`config.mk`:
```
export PLATFORM = sky130hd
export DESIGN_NAME = sccdc_top
export DESIGN_NICKNAME = d
export VERILOG_FILES = /design/src/sccdc_pkg.sv /design/src/sccdc_top.sv /design/src/sccdc_buf.sv /design/src/sccdc_framer.sv
export SDC_FILE = /design/constraint.sdc
export NUM_CORES = 1
export LEC_CHECK = 0
export BUFFER_PORTS_ARGS = -buffer_cell sky130_fd_sc_hd__buf_2
export CAP_MARGIN = 10
export CORE_MARGIN = 8
export CORE_UTILIZATION = 35
export DETAILED_ROUTE_END_ITERATION = 16
export SYNTH_ARGS = -nofsm -noshare
export SYNTH_HDL_FRONTEND = slang
export SYNTH_SLANG_ARGS = --single-unit
```
`constraint.sdc`:
```
create_clock -name i_clk -period 10.8 [get_ports i_clk]
set_clock_uncertainty 0.15 [all_clocks]
set_input_delay 1.62 -clock i_clk [delete_from_list [all_inputs] [get_ports i_clk]]
set_output_delay 1.62 -clock i_clk [all_outputs]
set_load 0.03 [all_outputs]
```
`src/sccdc_pkg.sv`:
```
/*
  sccdc_pkg: shared constants, code tables, carrier types and disparity helpers
  for the special-character 8b/10b codec.
  Assumes: ten-bit characters are held as {abcdei, fghj}, bit 9 = a = first on the line.
*/
`default_nettype none
package sccdc_pkg;
  // apb register map (byte addresses) and field positions
  localparam logic [11:0] REG_CTRL = 12'h000;
  localparam logic [11:0] REG_STATUS = 12'h004;
  localparam int CTRL_FMT_BIT = 0;
  localparam int CTRL_FRAMER_BIT = 1;
  localparam logic [1:0] CTRL_RESET = 2'h2;
  localparam int ST_TX_RD_BIT = 0;
  localparam int ST_RX_RD_BIT = 1;
  localparam int ST_LOCK_BIT = 2;
  localparam int ST_OFS_LSB = 4;
  // host-side special character codes, primary format
  localparam logic [7:0] SC_EOF = 8'h22;
  localparam logic [7:0] SC_VIOL = 8'he0;
  localparam logic [7:0] SC_KNEG = 8'he1;
  localparam logic [7:0] SC_KPOS = 8'he2;
  localparam logic [7:0] SC_RDVIOL = 8'he4;
  localparam logic [7:0] SC_PRI_K_LAST = 8'h0b;
  localparam logic [7:0] PRI_K23 = 8'h08;
  localparam logic [7:0] PRI_K27 = 8'h09;
  localparam logic [7:0] PRI_K29 = 8'h0a;
  localparam logic [7:0] PRI_K30 = 8'h0b;
  // character coordinates x (5b part) and y (3b part)
  localparam logic [4:0] X_K28 = 5'h1c;
  localparam logic [4:0] X_K23 = 5'h17;
  localparam logic [4:0] X_K27 = 5'h1b;
  localparam logic [4:0] X_K29 = 5'h1d;
  localparam logic [4:0] X_K30 = 5'h1e;
  localparam logic [2:0] Y_K7 = 3'h7;
  localparam logic [2:0] Y_K28_5 = 3'h5;
  localparam int EOF_LSB_BIT = 5;
  // receive status values
  localparam logic [2:0] ST_DATA = 3'h0;
  localparam logic [2:0] ST_SPECIAL = 3'h1;
  localparam logic [2:0] ST_RDERR = 3'h6;
  localparam logic [2:0] ST_CODEERR = 3'h7;
  // ten-bit patterns in their negative-disparity form; positive form is the complement
  localparam logic [9:0] K28_5_NEG = 10'h0fa;
  localparam logic [9:0] PAT_VIOL_NEG = 10'h278;
  localparam logic [9:0] PAT_RDVIOL_NEG = 10'h375;
  localparam logic [6:0] COMMA_NEG = 7'h1f;
  localparam logic [5:0] K28_6B = 6'h0f;
  localparam logic [3:0] ALT_4B = 4'h7;
  localparam logic [5:0] ENC6 [32] = '{6'h27, 6'h1d, 6'h2d, 6'h31, 6'h35, 6'h29, 6'h19, 6'h38,
    6'h39, 6'h25, 6'h15, 6'h34, 6'h0d, 6'h2c, 6'h1c, 6'h17, 6'h1b, 6'h23, 6'h13, 6'h32,
    6'h0b, 6'h2a, 6'h1a, 6'h3a, 6'h33, 6'h26, 6'h16, 6'h36, 6'h0e, 6'h2e, 6'h1e, 6'h2b};
  localparam logic [3:0] ENC4 [8] = '{4'hb, 4'h9, 4'h5, 4'hc, 4'hd, 4'ha, 4'h6, 4'he};

  typedef struct packed {logic special; logic [7:0] data;} sccdc_tx_t;
  typedef struct packed {logic [2:0] status; logic [7:0] data;} sccdc_rx_t;

  function automatic logic [3:0] sccdc_ones(input logic [9:0] v);
    logic [3:0] n;
    n = 4'h0;
    for (int i = 0; i < 10; i++)
      n = n + 4'(v[i]);
    return n;
  endfunction : sccdc_ones

  // disparity after a sub-block: unbalanced blocks set it, balanced ones keep it
  function automatic logic sccdc_sub_rd(input logic [3:0] ones, input logic [3:0] half, input logic rd);
    return (ones > half) ? 1'b1 : ((ones < half) ? 1'b0 : rd);
  endfunction : sccdc_sub_rd

  function automatic logic sccdc_rd_after(input logic [9:0] c, input logic rd);
    logic r6;
    r6 = sccdc_sub_rd(sccdc_ones({4'h0, c[9:4]}), 4'h3, rd);
    return sccdc_sub_rd(sccdc_ones({6'h00, c[3:0]}), 4'h2, r6);
  endfunction : sccdc_rd_after
endpackage : sccdc_pkg
`default_nettype wire

```
`src/sccdc_top.sv`:
```
/*
  sccdc_top: 8b/10b transmit encoder and receive decoder with special-character
  handling, an apb register slave, a transmit buffer and the receive framer.
  Assumes: one 250 MHz character clock; the line takes o_tx_code at each edge with
  i_tx_line_ready high; the host obeys the legal special code set.
*/
`timescale 1ns/1ps
`default_nettype none
// Function
// Receiver reports special codes in primary or alternate format per format select.
// Transmitter accepts primary and alternate special codes alike.
// End-of-frame code sends K28.5 with polarity from current running disparity.
// After end-of-frame, next data LSB is 0 at positive, 1 at negative disparity.
// Receiver never emits end-of-frame; K28.5 decodes as comma or wrong-disparity comma.
// Code-violation code sends an invalid character that respects disparity.
// Receiver emits code-violation code only for characters absent from the tables.
// Forced-negative comma code always sends negative K28.5.
// Forced-negative code is reported only for negative K28.5 seen at positive disparity.
// Forced-positive comma code always sends positive K28.5.
// Forced-positive code is reported only for positive K28.5 seen at negative disparity.
// Disparity-violation code sends a deliberately wrong-disparity character.
// Valid character with mismatched disparity yields disparity-violation code and status.
// Receiver frames characters on the K28.5 comma.
// Transmitter sends K28.5 fill when no user data is waiting.
// Host avoids K28.7 or violation before D11.x/D20.x while framing is on.
// Host presents only defined special codes.
// Special characters marked by type control; receiver flags them with status 001.
// Both ends update running disparity after every character by its actual disparity.
module sccdc_top
  import sccdc_pkg::*;
(
  input wire logic i_clk,
  input wire logic i_reset_n,
  input wire logic i_psel,
  input wire logic i_penable,
  input wire logic i_pwrite,
  input wire logic [11:0] i_paddr,
  input wire logic [31:0] i_pwdata,
  output logic [31:0] o_prdata,
  output logic o_pready,
  output logic o_pslverr,
  input wire sccdc_tx_t i_tx_char,
  input wire logic i_tx_valid,
  output logic o_tx_ready,
  input wire logic i_tx_line_ready,
  output logic [9:0] o_tx_code,
  input wire logic [9:0] i_rx_word,
  input wire logic i_rx_word_valid,
  output sccdc_rx_t o_rx_char,
  output logic o_rx_valid
);
  logic [1:0] ctrl_r;
  logic tx_rd_r;
  logic rx_rd_r;
  logic eof_pend_r;
  logic eof_nxt;
  logic [9:0] tx_nxt;
  logic [7:0] d_mod;
  logic k_ok;
  logic [4:0] kx;
  logic [2:0] ky;
  sccdc_tx_t buf_char;
  logic buf_valid;
  logic [9:0] f_word;
  logic f_valid;
  logic f_locked;
  logic [3:0] f_offset;
  sccdc_rx_t dec;
  logic [4:0] rx_x;
  logic [2:0] rx_y;
  logic rx_k;
  logic [3:0] c4d;
  logic f6;
  logic f4;
  logic alt4;
  logic reg_hit;
  logic [31:0] rd_val;

  // encode {y,x}; control forms are built at negative disparity and inverted when positive
  function automatic logic [9:0] encode(input logic [7:0] d, input logic k, input logic rd);
    logic [4:0] x;
    logic [2:0] y;
    logic [5:0] c6;
    logic [3:0] c4;
    logic r;
    logic alt;
    x = d[4:0];
    y = d[7:5];
    r = k ? 1'b0 : rd;
    c6 = (k && x == X_K28) ? K28_6B : ENC6[x];
    if (r && (x == 5'd7 || sccdc_ones({4'h0, c6}) != 4'h3))
      c6 = ~c6;
    r = sccdc_sub_rd(sccdc_ones({4'h0, c6}), 4'h3, r);
    alt = (y == Y_K7) && (k || (!r && x inside {5'd17, 5'd18, 5'd20}) || (r && x inside {5'd11, 5'd13, 5'd14}));
    c4 = alt ? ALT_4B : ENC4[y];
    if (r && (y == 3'd3 || sccdc_ones({6'h00, c4}) != 4'h2))
      c4 = ~c4;
    return (k && rd) ? ~{c6, c4} : {c6, c4};
  endfunction : encode

  // host code for a decoded control character in the selected format
  function automatic logic [7:0] to_host(input logic [4:0] x, input logic [2:0] y, input logic alt_fmt);
    logic [7:0] c;
    c = {y, x};
    if (!alt_fmt)
      case (x)
        X_K28: c = {5'h00, y};
        X_K23: c = PRI_K23;
        X_K27: c = PRI_K27;
        X_K29: c = PRI_K29;
        X_K30: c = PRI_K30;
        default: c = {y, x};
      endcase
    return c;
  endfunction : to_host

  // apb slave: zero wait states, read data captured in the setup cycle
  assign reg_hit = i_paddr == REG_CTRL || i_paddr == REG_STATUS;
  assign o_pready = 1'b1;
  assign o_pslverr = i_psel && i_penable && !reg_hit;
  assign rd_val = (i_paddr == REG_CTRL) ? {30'h0, ctrl_r} :
    (i_paddr == REG_STATUS) ? {24'h0, f_offset, 1'b0, f_locked, rx_rd_r, tx_rd_r} : 32'h0;

  always_ff @(posedge i_clk or negedge i_reset_n)
  begin
    if (!i_reset_n)
    begin
      ctrl_r <= CTRL_RESET;
      o_prdata <= 32'h0;
    end
    else
    begin
      if (i_psel && !i_penable)
        o_prdata <= rd_val;
      if (i_psel && i_penable && i_pwrite && i_paddr == REG_CTRL)
        ctrl_r <= i_pwdata[1:0];
    end
  end

  // the buffer absorbs host words while the line stalls
  sccdc_buf #(
    .WIDTH($bits(sccdc_tx_t)),
    .DEPTH(2)
  ) u_txbuf (
    .i_clk(i_clk),
    .i_reset_n(i_reset_n),
    .i_data(i_tx_char),
    .i_valid(i_tx_valid),
    .o_ready(o_tx_ready),
    .o_data(buf_char),
    .o_valid(buf_valid),
    .i_ready(i_tx_line_ready)
  );

  // map primary or alternate host codes onto one control character
  always_comb
  begin
    k_ok = 1'b1;
    kx = X_K28;
    ky = buf_char.data[2:0];
    if (buf_char.data <= SC_PRI_K_LAST)
    begin
      if (buf_char.data[3])
      begin
        ky = Y_K7;
        case (buf_char.data[1:0])
          2'h0: kx = X_K23;
          2'h1: kx = X_K27;
          2'h2: kx = X_K29;
          default: kx = X_K30;
        endcase
      end
    end
    else if (buf_char.data[4:0] == X_K28 || (buf_char.data[7:5] == Y_K7 &&
      buf_char.data[4:0] inside {X_K23, X_K27, X_K29, X_K30}))
    begin
      kx = buf_char.data[4:0];
      ky = buf_char.data[7:5];
    end
    else
      k_ok = 1'b0;
  end

  // the data byte after an end-of-frame carries the disparity in its low y bit
  assign d_mod = eof_pend_r ? {buf_char.data[7:6], ~tx_rd_r, buf_char.data[4:0]} : buf_char.data;

  always_comb
  begin
    tx_nxt = encode({Y_K28_5, X_K28}, 1'b1, tx_rd_r);
    eof_nxt = eof_pend_r;
    if (buf_valid)
    begin
      eof_nxt = 1'b0;
      if (!buf_char.special)
        tx_nxt = encode(d_mod, 1'b0, tx_rd_r);
      else
        case (buf_char.data)
          SC_EOF: eof_nxt = 1'b1;
          SC_VIOL: tx_nxt = tx_rd_r ? ~PAT_VIOL_NEG : PAT_VIOL_NEG;
          SC_KNEG: tx_nxt = K28_5_NEG;
          SC_KPOS: tx_nxt = ~K28_5_NEG;
          SC_RDVIOL: tx_nxt = tx_rd_r ? ~PAT_RDVIOL_NEG : PAT_RDVIOL_NEG;
          default:
            // reserved codes go out as a violation rather than an arbitrary character
            tx_nxt = k_ok ? encode({ky, kx}, 1'b1, tx_rd_r) : (tx_rd_r ? ~PAT_VIOL_NEG : PAT_VIOL_NEG);
        endcase
    end
  end

  // line side: one character per edge the serializer is ready
  always_ff @(posedge i_clk or negedge i_reset_n)
  begin
    if (!i_reset_n)
    begin
      o_tx_code <= K28_5_NEG;
      tx_rd_r <= 1'b1;
      eof_pend_r <= 1'b0;
    end
    else if (i_tx_line_ready)
    begin
      o_tx_code <= tx_nxt;
      tx_rd_r <= sccdc_rd_after(tx_nxt, tx_rd_r);
      eof_pend_r <= eof_nxt;
    end
  end

  sccdc_framer #(
    .CHAR_W(10)
  ) u_framer (
    .i_clk(i_clk),
    .i_reset_n(i_reset_n),
    .i_word(i_rx_word),
    .i_word_valid(i_rx_word_valid),
    .i_enable(ctrl_r[CTRL_FRAMER_BIT]),
    .o_word(f_word),
    .o_word_valid(f_valid),
    .o_locked(f_locked),
    .o_offset(f_offset)
  );

  // table search; a K28 block received at positive disparity is fully inverted
  always_comb
  begin
    f6 = 1'b0;
    f4 = 1'b0;
    alt4 = 1'b0;
    rx_x = 5'h00;
    rx_y = 3'h0;
    for (int i = 0; i < 32; i++)
      if (f_word[9:4] == ENC6[i] || ((i == 7 || sccdc_ones({4'h0, ENC6[i]}) != 4'h3) && f_word[9:4] == ~ENC6[i]))
      begin
        f6 = 1'b1;
        rx_x = 5'(i);
      end
    if (f_word[9:4] == K28_6B || f_word[9:4] == ~K28_6B)
    begin
      f6 = 1'b1;
      rx_x = X_K28;
    end
    c4d = (f_word[9:4] == ~K28_6B) ? ~f_word[3:0] : f_word[3:0];
    for (int j = 0; j < 8; j++)
      if (c4d == ENC4[j] || ((j == 3 || sccdc_ones({6'h00, ENC4[j]}) != 4'h2) && c4d == ~ENC4[j]))
      begin
        f4 = 1'b1;
        rx_y = 3'(j);
      end
    if (c4d == ALT_4B || c4d == ~ALT_4B)
    begin
      f4 = 1'b1;
      alt4 = 1'b1;
      rx_y = Y_K7;
    end
    rx_k = rx_x == X_K28 ? (f_word[9:4] == K28_6B || f_word[9:4] == ~K28_6B) :
      (alt4 && rx_x inside {X_K23, X_K27, X_K29, X_K30});
    dec.status = rx_k ? ST_SPECIAL : ST_DATA;
    dec.data = rx_k ? to_host(rx_x, rx_y, ctrl_r[CTRL_FMT_BIT]) : {rx_y, rx_x};
    if (f_word == K28_5_NEG && rx_rd_r)
      dec.data = SC_KNEG;
    else if (f_word == ~K28_5_NEG && !rx_rd_r)
      dec.data = SC_KPOS;
    else if (!(f6 && f4) || (encode({rx_y, rx_x}, rx_k, 1'b0) != f_word && encode({rx_y, rx_x}, rx_k, 1'b1) != f_word))
    begin
      dec.status = ST_CODEERR;
      dec.data = SC_VIOL;
    end
    else if (encode({rx_y, rx_x}, rx_k, rx_rd_r) != f_word)
    begin
      dec.status = ST_RDERR;
      dec.data = SC_RDVIOL;
    end
  end

  // decoded characters are registered toward the host
  always_ff @(posedge i_clk or negedge i_reset_n)
  begin
    if (!i_reset_n)
    begin
      o_rx_char <= '0;
      o_rx_valid <= 1'b0;
      rx_rd_r <= 1'b0;
    end
    else
    begin
      o_rx_valid <= f_valid;
      if (f_valid)
      begin
        o_rx_char <= dec;
        rx_rd_r <= sccdc_rd_after(f_word, rx_rd_r);
      end
    end
  end

  property p_fill;
    @(posedge i_clk) disable iff (!i_reset_n)
    i_tx_line_ready && !buf_valid |=> o_tx_code == ($past(tx_rd_r) ? ~K28_5_NEG : K28_5_NEG);
  endproperty
  a_fill: assert property (p_fill) else $error("fill comma not sent");

  property p_eof;
    @(posedge i_clk) disable iff (!i_reset_n)
    i_tx_line_ready && buf_valid && buf_char.special && buf_char.data == SC_EOF
      |=> eof_pend_r && o_tx_code == ($past(tx_rd_r) ? ~K28_5_NEG : K28_5_NEG);
  endproperty
  a_eof: assert property (p_eof) else $error("end-of-frame comma wrong");

  property p_kneg;
    @(posedge i_clk) disable iff (!i_reset_n)
    i_tx_line_ready && buf_valid && buf_char.special && buf_char.data == SC_KNEG |=> o_tx_code == K28_5_NEG;
  endproperty
  a_kneg: assert property (p_kneg) else $error("forced negative comma wrong");

  property p_kpos;
    @(posedge i_clk) disable iff (!i_reset_n)
    i_tx_line_ready && buf_valid && buf_char.special && buf_char.data == SC_KPOS |=> o_tx_code == ~K28_5_NEG;
  endproperty
  a_kpos: assert property (p_kpos) else $error("forced positive comma wrong");

  property p_txrd;
    @(posedge i_clk) disable iff (!i_reset_n)
    i_tx_line_ready |=> (sccdc_ones(o_tx_code) > 4'h5 -> tx_rd_r) && (sccdc_ones(o_tx_code) < 4'h5 -> !tx_rd_r);
  endproperty
  a_txrd: assert property (p_txrd) else $error("transmit disparity not tracked");

  property p_noeof;
    @(posedge i_clk) disable iff (!i_reset_n)
    o_rx_valid && o_rx_char.status == ST_SPECIAL |-> o_rx_char.data != SC_EOF;
  endproperty
  a_noeof: assert property (p_noeof) else $error("receiver emitted end-of-frame");

  property p_rxneg;
    @(posedge i_clk) disable iff (!i_reset_n)
    f_valid && f_word == K28_5_NEG && rx_rd_r |=> o_rx_valid && o_rx_char.data == SC_KNEG && rx_rd_r;
  endproperty
  a_rxneg: assert property (p_rxneg) else $error("wrong-disparity negative comma missed");

  property p_rxpos;
    @(posedge i_clk) disable iff (!i_reset_n)
    f_valid && f_word == ~K28_5_NEG && !rx_rd_r |=> o_rx_valid && o_rx_char.data == SC_KPOS && !rx_rd_r;
  endproperty
  a_rxpos: assert property (p_rxpos) else $error("wrong-disparity positive comma missed");

  property p_codeerr;
    @(posedge i_clk) disable iff (!i_reset_n)
    o_rx_valid && o_rx_char.status == ST_CODEERR |-> o_rx_char.data == SC_VIOL && $past(f_valid);
  endproperty
  a_codeerr: assert property (p_codeerr) else $error("code error without violation code");

  property p_rderr;
    @(posedge i_clk) disable iff (!i_reset_n)
    o_rx_valid && o_rx_char.data == SC_RDVIOL && o_rx_char.status != ST_DATA |-> o_rx_char.status == ST_RDERR;
  endproperty
  a_rderr: assert property (p_rderr) else $error("disparity violation status wrong");
endmodule : sccdc_top
`default_nettype wire

```
`src/sccdc_buf.sv`:
```
/*
  sccdc_buf: small ring buffer with valid/ready on both sides.
  Assumes: one clock; the drain side may hold i_ready low for any time.
*/
`timescale 1ns/1ps
`default_nettype none
module sccdc_buf #(
  parameter int WIDTH = 9,
  parameter int DEPTH = 2
) (
  input wire logic i_clk,
  input wire logic i_reset_n,
  input wire logic [WIDTH-1:0] i_data,
  input wire logic i_valid,
  output logic o_ready,
  output logic [WIDTH-1:0] o_data,
  output logic o_valid,
  input wire logic i_ready
);
  localparam int AW = (DEPTH > 1) ? $clog2(DEPTH) : 1;

  if (DEPTH < 2 || (DEPTH & (DEPTH - 1)) != 0)
    $error("sccdc_buf: DEPTH must be a power of two, at least 2");

  logic [WIDTH-1:0] mem_r [DEPTH];
  logic [AW:0] wr_r;
  logic [AW:0] rd_r;
  logic push;
  logic pop;

  // full when pointers differ only in the wrap bit
  assign o_ready = (wr_r ^ rd_r) != {1'b1, {AW{1'b0}}};
  assign o_valid = wr_r != rd_r;
  assign push = i_valid && o_ready;
  assign pop = o_valid && i_ready;
  assign o_data = mem_r[rd_r[AW-1:0]];

  // storage is written only on push, so no reset is needed for it
  always_ff @(posedge i_clk)
  begin
    if (push)
      mem_r[wr_r[AW-1:0]] <= i_data;
  end

  always_ff @(posedge i_clk or negedge i_reset_n)
  begin
    if (!i_reset_n)
    begin
      wr_r <= '0;
      rd_r <= '0;
    end
    else
    begin
      if (push)
        wr_r <= wr_r + 1'b1;
      if (pop)
        rd_r <= rd_r + 1'b1;
    end
  end
endmodule : sccdc_buf
`default_nettype wire

```
`src/sccdc_framer.sv`:
```
/*
  sccdc_framer: finds character boundaries in an unaligned ten-bit word stream
  by hunting for the seven-bit comma found in K28.5.
  Assumes: words arrive first-bit-in-msb from a deserializer on the character clock.
*/
`timescale 1ns/1ps
`default_nettype none
module sccdc_framer
  import sccdc_pkg::*;
#(
  parameter int CHAR_W = 10
) (
  input wire logic i_clk,
  input wire logic i_reset_n,
  input wire logic [CHAR_W-1:0] i_word,
  input wire logic i_word_valid,
  input wire logic i_enable,
  output logic [CHAR_W-1:0] o_word,
  output logic o_word_valid,
  output logic o_locked,
  output logic [3:0] o_offset
);
  if (CHAR_W < 7 || CHAR_W > 16)
    $error("sccdc_framer: CHAR_W must lie between 7 and 16");

  typedef enum logic [1:0] {SCCDC_HUNT = 2'b00, SCCDC_LOCK = 2'b01} sccdc_frm_state_t;

  sccdc_frm_state_t state_r;
  logic [CHAR_W-1:0] prev_r;
  logic [2*CHAR_W-1:0] win;
  logic hit;
  logic [3:0] hit_ofs;
  logic [3:0] ofs_nxt;

  assign win = {prev_r, i_word};

  // lowest matching offset wins; a comma never appears at two offsets in legal traffic
  always_comb
  begin
    hit = 1'b0;
    hit_ofs = 4'h0;
    for (int k = CHAR_W - 1; k >= 0; k--)
      if (win[2*CHAR_W-1-k -: 7] == COMMA_NEG || win[2*CHAR_W-1-k -: 7] == ~COMMA_NEG)
      begin
        hit = 1'b1;
        hit_ofs = 4'(k);
      end
  end

  // realign only while framing is enabled; otherwise the boundary is frozen
  assign ofs_nxt = (i_enable && hit) ? hit_ofs : o_offset;

  always_ff @(posedge i_clk or negedge i_reset_n)
  begin
    if (!i_reset_n)
    begin
      state_r <= SCCDC_HUNT;
      prev_r <= '0;
      o_offset <= 4'h0;
      o_word <= '0;
      o_word_valid <= 1'b0;
    end
    else
    begin
      o_word_valid <= 1'b0;
      if (i_word_valid)
      begin
        prev_r <= i_word;
        o_offset <= ofs_nxt;
        o_word <= win[2*CHAR_W-1-ofs_nxt -: CHAR_W];
        case (state_r)
          SCCDC_HUNT:
          begin
            if (i_enable && hit)
            begin
              state_r <= SCCDC_LOCK;
              o_word_valid <= 1'b1;
            end
          end
          SCCDC_LOCK:
            o_word_valid <= 1'b1;
          default:
            state_r <= SCCDC_HUNT;
        endcase
      end
    end
  end

  assign o_locked = state_r == SCCDC_LOCK;
endmodule : sccdc_framer
`default_nettype wire

```
==> reports/qor.tcl, run 1 <==
set qor(final_net_count) 1671
set qor(result_of_the_run) {completed}
set qor(floorplan.die.height_um) 191
set qor(worst_setup_hold_path_clk_slew_ps) 70
set qor(mean_number_of_vias_per_cell) 5.70
set qor(yosysSeqAreaShare) 0.199
set qor(synthesis.area_um2) 10700
set qor(first_iter_violations) 1015
set qor(vias_in_the_first_global_route) 10400
set qor(wl_um) 34500
set qor(grt_remaining_overflow) 0
set qor(grt_max_degree) 64
set qor(htreeDepth) 3
set qor(area_growth_pct) 29.5
set qor(globalRouteTotalUtil) 0.180
set qor(number_of_synthesized_register_bits) 81
set qor(clock_tree.root_cell) {sky130_fd_sc_hd__clkbuf_16}
set qor(cell_type_of_the_slowest_stage_on_the_worst_timing_path) {sky130_fd_sc_hd__fa_1}
set qor(routabilityCongestion) 0.898
set qor(final_period_minus_worst_setup_slack_ps) 10730
set qor(place_worst_setup_slack_ps) -406
set qor(post_synth_inst_count) 1313
set qor(synth_area_leaders) {sky130_fd_sc_hd__dfrtp_1, sky130_fd_sc_hd__ha_1, sky130_fd_sc_hd__mux2i_1, sky130_fd_sc_hd__edfxtp_1, sky130_fd_sc_hd__fa_1}
set qor(port-buffer-count) 71
set qor(critical_path_cell_count) 52
set qor(max_slew.worst_pin.slew_ps) 1100
set qor(clk-insertion-delay-late_ps) 350
set qor(synth.top_cell.area_share) 0.129
set qor(tritoncts_num_sinks) 81
set qor(synth_most_common_cell) {sky130_fd_sc_hd__nor2_1}
set qor(drt.antenna.violating_nets) 0
set qor(worst_setup_path_end_kind) {flop}
set qor(fp.coreArea_um2) 30300
set qor(postLayoutCoreUtil) 0.456
set qor(worstHoldPathCells) 2
set qor(synth_area_per_cell_um2) 8.13
set qor(synth_enable_flop_cells) 18
set qor(grt_first_pass_wirelength_um) 54500
set qor(cp_slowest_stage_delay_ps) 540
set qor(effective_utilization_at_floorplan) 0.352
set qor(synth_cell_type_count) 109
set qor(ys_top_cells_by_count) {sky130_fd_sc_hd__nor2_1, sky130_fd_sc_hd__nand2_1, sky130_fd_sc_hd__a21oi_1}
set qor(postLayoutSetupSlackWorst_ps) 65.4
set qor(die_area_um2) 36300
set qor(die_width_um) 191
set qor(synthesis.yosys.warnings) 0
set qor(reported_max_cap_violation_count) 0
set qor(critical_path_start_end_classification) {flop to flop}
set qor(dp_hpwl_um) 26300
set qor(worst_ep_arrival_time_ps) 10870
set qor(drc_errors) 0
set qor(worst_r2r_path_depth) 52
set qor(register_area_um2) 2130
set qor(max-clock-path-buffers) 2
set qor(antennaDiodeCount) 0
set qor(placement_rows) 64
set qor(vias) 10900
set qor(worstSetupStartpointType) {flop}
set qor(tritoncts_clock_tree) {done}
set qor(timing.critical_path.fanout_max) 5
set qor(drive_above_1_share) 0.328
set qor(synth_top_flop_cell) {sky130_fd_sc_hd__dfrtp_1}
set qor(maxSlewViolCount) 0
set qor(cpMostUsedCell) {sky130_fd_sc_hd__fa_1}
set qor(timing.final.hold_violations) 0
set qor(synth_async_sr_flop_share) 0.778
set qor(firstDrtPassIters) 6
set qor(wire_per_inst_um) 18.0
set qor(worstPathRequired_ps) 10930
set qor(max_clock_freq_mhz) 93.2
set qor(synth_largest_area_cell) {sky130_fd_sc_hd__dfrtp_1}
set qor(min_path_type) {flop to flop}
set qor(timing.max_slew.rel_slack) 0.254
set qor(rsz0062_at_grt) {true}
set qor(endpoints_failing_setup) 0
set qor(timing.critical_path.max_delay_family) {adder cells}
set qor(filler_cells_inserted) 2953
set qor(pin_count) 128
set qor(antenna_found_initial) 0
set qor(multiInputGateArea_um2) 8710
set qor(fin_crit_sh) 0.994
set qor(count_of_buffer_and_inverter_cells_on_the_critical_path) 14
set qor(cts_made_buffers) 9
-- sequential cells by signal, summed over array words and instances (netlist names) --
| name | cells |
|---|---|
| rx_rd_r | 1 |
| u_framer.o_word | 10 |
| u_framer.state_r | 1 |
| u_txbuf.wr_r | 2 |
| tx_rd_r | 1 |
| eof_pend_r | 1 |
| ctrl_r | 2 |
| o_rx_char | 10 |
| o_tx_code | 10 |
| o_rx_valid | 1 |
| u_framer.o_offset | 4 |
| o_prdata | 7 |
| u_framer.o_word_valid | 1 |
| u_txbuf.rd_r | 2 |
| u_framer.prev_r | 10 |
| u_txbuf.mem_r | 18 |
-- stage by stage --
step / std cells / setup TNS [ps] / instance area, µm² / hold WS (ps)
final: 1917 / 0 / 13800 / 325
after global placement: 1868 / -2500 / 12400 / 307
after global routing: 1917 / -2520 / 13800 / 359
after CTS: 1894 / -7.73 / 13000 / 326
after detailed placement: 1868 / -3460 / 12400 / 311
after floorplan: 1338 / 0 / 10800 / 202
-- routing by layer --
layer / global-route usage / wire length, µm
met2: 0.291 / 16300
met4: 0.0477 / 756
met1: 0.249 / 15900
met3: 0.0245 / 1570
met5: 0 / 0
-- timing repair --
action	4_1_cts	5_1_grt
hold buffers	0	0
endpoints found under the setup margin	11	11
buffers inserted	10	24
resized for setup	50	128
pin swaps	28	75
-- final timing paths --
| kind | from | end | slack (ps) |
|---|---|---|---|
| min in group asynchronous | i_reset_n | u_framer.prev_r[6] | 1280 |
| worst min-delay path | u_framer.state_r[0] | u_framer.state_r[0] | 330 |
| worst max register to register | u_framer.o_word[5] | o_rx_char[4] | 70 |
| max in group asynchronous | i_reset_n | u_txbuf.rd_r[0] | 8580 |
| worst min register to register | u_framer.state_r[0] | u_framer.state_r[0] | 330 |
| worst max-delay path | u_framer.o_word[5] | o_rx_char[4] | 70 |
-- cell families after synthesis --
family | Yosys count | synth area share
AO/OA/AOI/OAI | 360 | 0.245
buffers and inverters | 168 | 0.0732
XOR/XNOR | 45 | 0.0369
flip-flops | 81 | 0.199
other | 2 | 0.000704
AND/OR/NAND/NOR | 474 | 0.229
multiplexers | 98 | 0.0978
adder cells (fa/ha/maj) | 85 | 0.118
-- cells in the final DEF, fill, tap and decap left out, drive strengths merged, types with 11 or more instances in the layout --
| master | n |
|---|---|
| conb | 27 |
| buf | 274 |
| nor2b | 20 |
| edfxtp | 18 |
| nor2 | 126 |
| nand2b | 19 |
| o21ai | 61 |
| nand2 | 117 |
| nor3b | 13 |
| nor3 | 34 |
| nand4 | 13 |
| inv | 62 |
| nand3b | 11 |
| dfrtp | 55 |
| a21oi | 70 |
| xnor2 | 31 |
| mux2 | 30 |
| fa | 27 |
| nand3 | 34 |
| a22o | 11 |
| o211ai | 13 |
| mux2i | 67 |
| o22ai | 19 |
| ha | 57 |
| a211o | 11 |
| xor2 | 14 |
| nor4 | 25 |
| a211oi | 22 |
| a31oi | 29 |
-- worst min-delay path, stage by stage, from the launching register on --
cell and delay [ps]:
sky130_fd_sc_hd__dfrtp_1 340, sky130_fd_sc_hd__inv_1 60, sky130_fd_sc_hd__nand2_1 50
-- final cells by class --
| cell class | instances | area share |
|---|---|---|
| clock buffer | 10 | 0.0166 |
| timing repair buffer | 274 | 0.141 |
| tap | 396 | 0.0359 |
| multi-input combinational | 1089 | 0.630 |
| sequential | 81 | 0.154 |
| inverter | 61 | 0.0169 |
| clock inverter | 6 | 0.00489 |
Power of run 1 is not shown: default switching activity piles up to over one toggle a cycle in this logic, so the estimate is an artifact.
==> inputs of run 2 (changes only) <==
Settings changed: CORE_ASPECT_RATIO set to 1.4.
==> reports/qor.tcl, run 2 (synthesis results as in run 1) <==
set qor(area_growth_pct) 30.9 ;# was 29.5%
set qor(worstSetupStartpointType) {flop} ;# unchanged
set qor(wl_um) 35700 ;# was 34500 µm
set qor(worst_ep_arrival_time_ps) 10770 ;# was 10870 ps
set qor(worst_setup_path_end_kind) {flop} ;# unchanged
set qor(result_of_the_run) {completed} ;# unchanged
set qor(routabilityCongestion) 0.932 ;# was 0.898
set qor(timing.max_slew.rel_slack) 0.223 ;# was 0.254
set qor(hold_buffers) 0 ;# unchanged
set qor(max_slew.worst_pin.slew_ps) 1150 ;# was 1100 ps
set qor(worstPathRequired_ps) 10940 ;# was 10930 ps
set qor(filler_cells_inserted) 2914 ;# was 2953
set qor(die_width_um) 164 ;# was 191 µm
set qor(max-clock-path-buffers) 2 ;# unchanged
set qor(grt_remaining_overflow) 0 ;# unchanged
set qor(tritoncts_clock_tree) {done} ;# unchanged
set qor(tritoncts_num_sinks) 81 ;# unchanged
set qor(clk-insertion-delay-late_ps) 350 ;# about the same
set qor(vias) 10900 ;# about the same
set qor(maxSlewViolCount) 0 ;# unchanged
set qor(grt_max_degree) 64 ;# unchanged
set qor(globalRouteTotalUtil) 0.184 ;# was 0.180
set qor(worst_r2r_path_depth) 49 ;# was 52
set qor(launching_point_of_the_worst_reg2reg_path) {u_framer.o_word[5]} ;# unchanged
set qor(drive_above_1_share) 0.329 ;# was 0.328
set qor(endpoints_failing_setup) 0 ;# unchanged
set qor(die_area_um2) 36400 ;# was 36300 µm²
set qor(worst_r2r_endpoint) {o_rx_char[4]} ;# unchanged
set qor(globalRouteMet1Util) 0.195 ;# was 0.249
set qor(firstDrtPassIters) 5 ;# was 6
set qor(cell_type_of_the_slowest_stage_on_the_worst_timing_path) {sky130_fd_sc_hd__fa_1} ;# unchanged
set qor(antenna_found_initial) 0 ;# unchanged
set qor(timing.critical_path.fanout_max) 5 ;# unchanged
set qor(dp_hpwl_um) 27400 ;# was 26300 µm
set qor(pin_count) 128 ;# unchanged
set qor(largest_register_ff_count) 18 ;# unchanged
set qor(htreeDepth) 3 ;# unchanged
set qor(port-buffer-count) 71 ;# unchanged
set qor(endpoint) {o_rx_char[4]} ;# unchanged
set qor(timing.final.hold_violations) 0 ;# unchanged
set qor(layout.cells.most_common) {sky130_fd_sc_hd__buf_4} ;# unchanged
set qor(worst_setup_path_startpoint) {u_framer.o_word[5]} ;# unchanged
set qor(place_worst_setup_slack_ps) -367 ;# was -406 ps
set qor(grt_first_pass_wirelength_um) 55100 ;# was 54500 µm
set qor(fp.coreArea_um2) 30000 ;# was 30300 µm²
set qor(mean_number_of_vias_per_cell) 5.74 ;# was 5.70
set qor(vias_in_the_first_global_route) 10700 ;# was 10400
set qor(rsz0062_at_grt) {true} ;# unchanged
set qor(reported_max_cap_violation_count) 0 ;# unchanged
set qor(antennaDiodeCount) 0 ;# unchanged
set qor(drc_errors) 0 ;# unchanged
set qor(cpMostUsedCell) {sky130_fd_sc_hd__fa_1} ;# unchanged
set qor(drt.antenna.violating_nets) 0 ;# unchanged
set qor(fin_crit_sh) 0.985 ;# was 0.994
set qor(critical_path_start_end_classification) {flop to flop} ;# unchanged
set qor(max_clock_freq_mhz) 94.0 ;# was 93.2 MHz
set qor(placement_rows) 75 ;# was 64
set qor(cts_made_buffers) 9 ;# unchanged
set qor(final_period_minus_worst_setup_slack_ps) 10630 ;# was 10730 ps
set qor(clock_tree.root_cell) {sky130_fd_sc_hd__clkbuf_16} ;# unchanged
set qor(rrSetupSlack_ps) 170 ;# was 70 ps
set qor(first_iter_violations) 586 ;# was 1015
set qor(busiest_layer) {met2} ;# unchanged
set qor(fin_tns_setup_ps) 0 ;# unchanged
set qor(cp_slowest_stage_delay_ps) 570 ;# was 540 ps
set qor(groute.layer.met3.usage) 0.0198 ;# was 0.0245
set qor(floorplan.die.height_um) 223 ;# was 191 µm
set qor(worst_setup_hold_path_clk_slew_ps) 70 ;# about the same
set qor(min_path_type) {flop to flop} ;# unchanged
set qor(met2_usage) 0.353 ;# was 0.291
set qor(final_net_count) 1674 ;# was 1671
set qor(postLayoutSetupSlackWorst_ps) 167 ;# was 65.4 ps
set qor(mostFrequentLayoutCells) {sky130_fd_sc_hd__buf_4, sky130_fd_sc_hd__nor2_1, sky130_fd_sc_hd__nand2_1} ;# was sky130_fd_sc_hd__buf_4, sky130_fd_sc_hd__nand2_1, sky130_fd_sc_hd__nor2_1
set qor(effective_utilization_at_floorplan) 0.355 ;# was 0.352
set qor(wire_per_inst_um) 18.7 ;# was 18.0 µm
run 2: cell types whose count changed in the layout (fill, tap and decap cells not counted), moves of 4 or more:
cell and delta:
sky130_fd_sc_hd__buf_12 +5, sky130_fd_sc_hd__buf_4 -8, sky130_fd_sc_hd__ha_1 -4, sky130_fd_sc_hd__inv_2 +4
sky130_fd_sc_hd__nor2_1 +4, sky130_fd_sc_hd__nor2_2 -4
run 2: cell type report:
| class | instances | area [µm²] | area share |
|---|---|---|---|
| Clock buffer | 10 | 250 | 0.0179 |
| Clock inverter | 6 | 77.6 | 0.00555 |
| Inverter | 61 | 231 | 0.0166 |
| Multi-Input combinational cell | 1089 | 8690 | 0.622 |
| Sequential cell | 81 | 2130 | 0.153 |
| Tap cell | 385 | 482 | 0.0345 |
| Timing Repair Buffer | 277 | 2100 | 0.151 |
run 2: repair_timing:
action	in CTS	in global routing
setup endpoints to repair	11	11
pin swaps	7	86
setup buffers	3	47
cloned	0	3
gates resized for setup	29	158
run 2: worst max-delay path, delay by kind of cell (launching register included):
kind / cells / cell delay [ps]
and+or+nand+nor: 8 / 1740
buffers and inverters: 12 / 1160
AOI/OAI and AO/OA: 14 / 2300
xor gates and xnor gates: 1 / 140
muxes: 1 / 260
DFF: 1 / 450
adders and majority gates: 13 / 4350
run 2: worst min path at each step:
stage,start,endpoint,slack (ps),depth (start not counted)
2_1_floorplan,u_framer.o_word_valid,o_rx_valid,200,0
3_3_place_gp,u_framer.state_r[0],u_framer.state_r[0],300,2
5_1_grt,o_tx_code[7],o_tx_code[7],350,2
3_5_place_dp,u_framer.state_r[0],u_framer.state_r[0],310,2
6_report,u_framer.state_r[0],u_framer.state_r[0],330,2
4_1_cts,u_framer.state_r[0],u_framer.state_r[0],330,2
run 2: stage by stage:
stage / cells / hold WS (ps) / util / instance area, µm²
2_1_floorplan: 1338 / 202 / - / 10800
3_3_place_gp: 1841 / 303 / 0.410 / 12300
3_5_place_dp: 1841 / 312 / 0.410 / 12300
4_1_cts: 1860 / 330 / 0.426 / 12800
5_1_grt: 1909 / 354 / 0.465 / 14000
6_report: 1909 / 325 / 0.465 / 14000
run 2: per-layer routing:
metal | up-vias | wire (µm) | share of wire
met5 | - | 0 | 0
met4 | 0 | 1820 | 0.051
met3 | 113 | 1120 | 0.031
met2 | 305 | 19300 | 0.54
met1 | 5295 | 13400 | 0.38
li1 | 5236 | - | -
Power of run 2 is left out for the same reason.
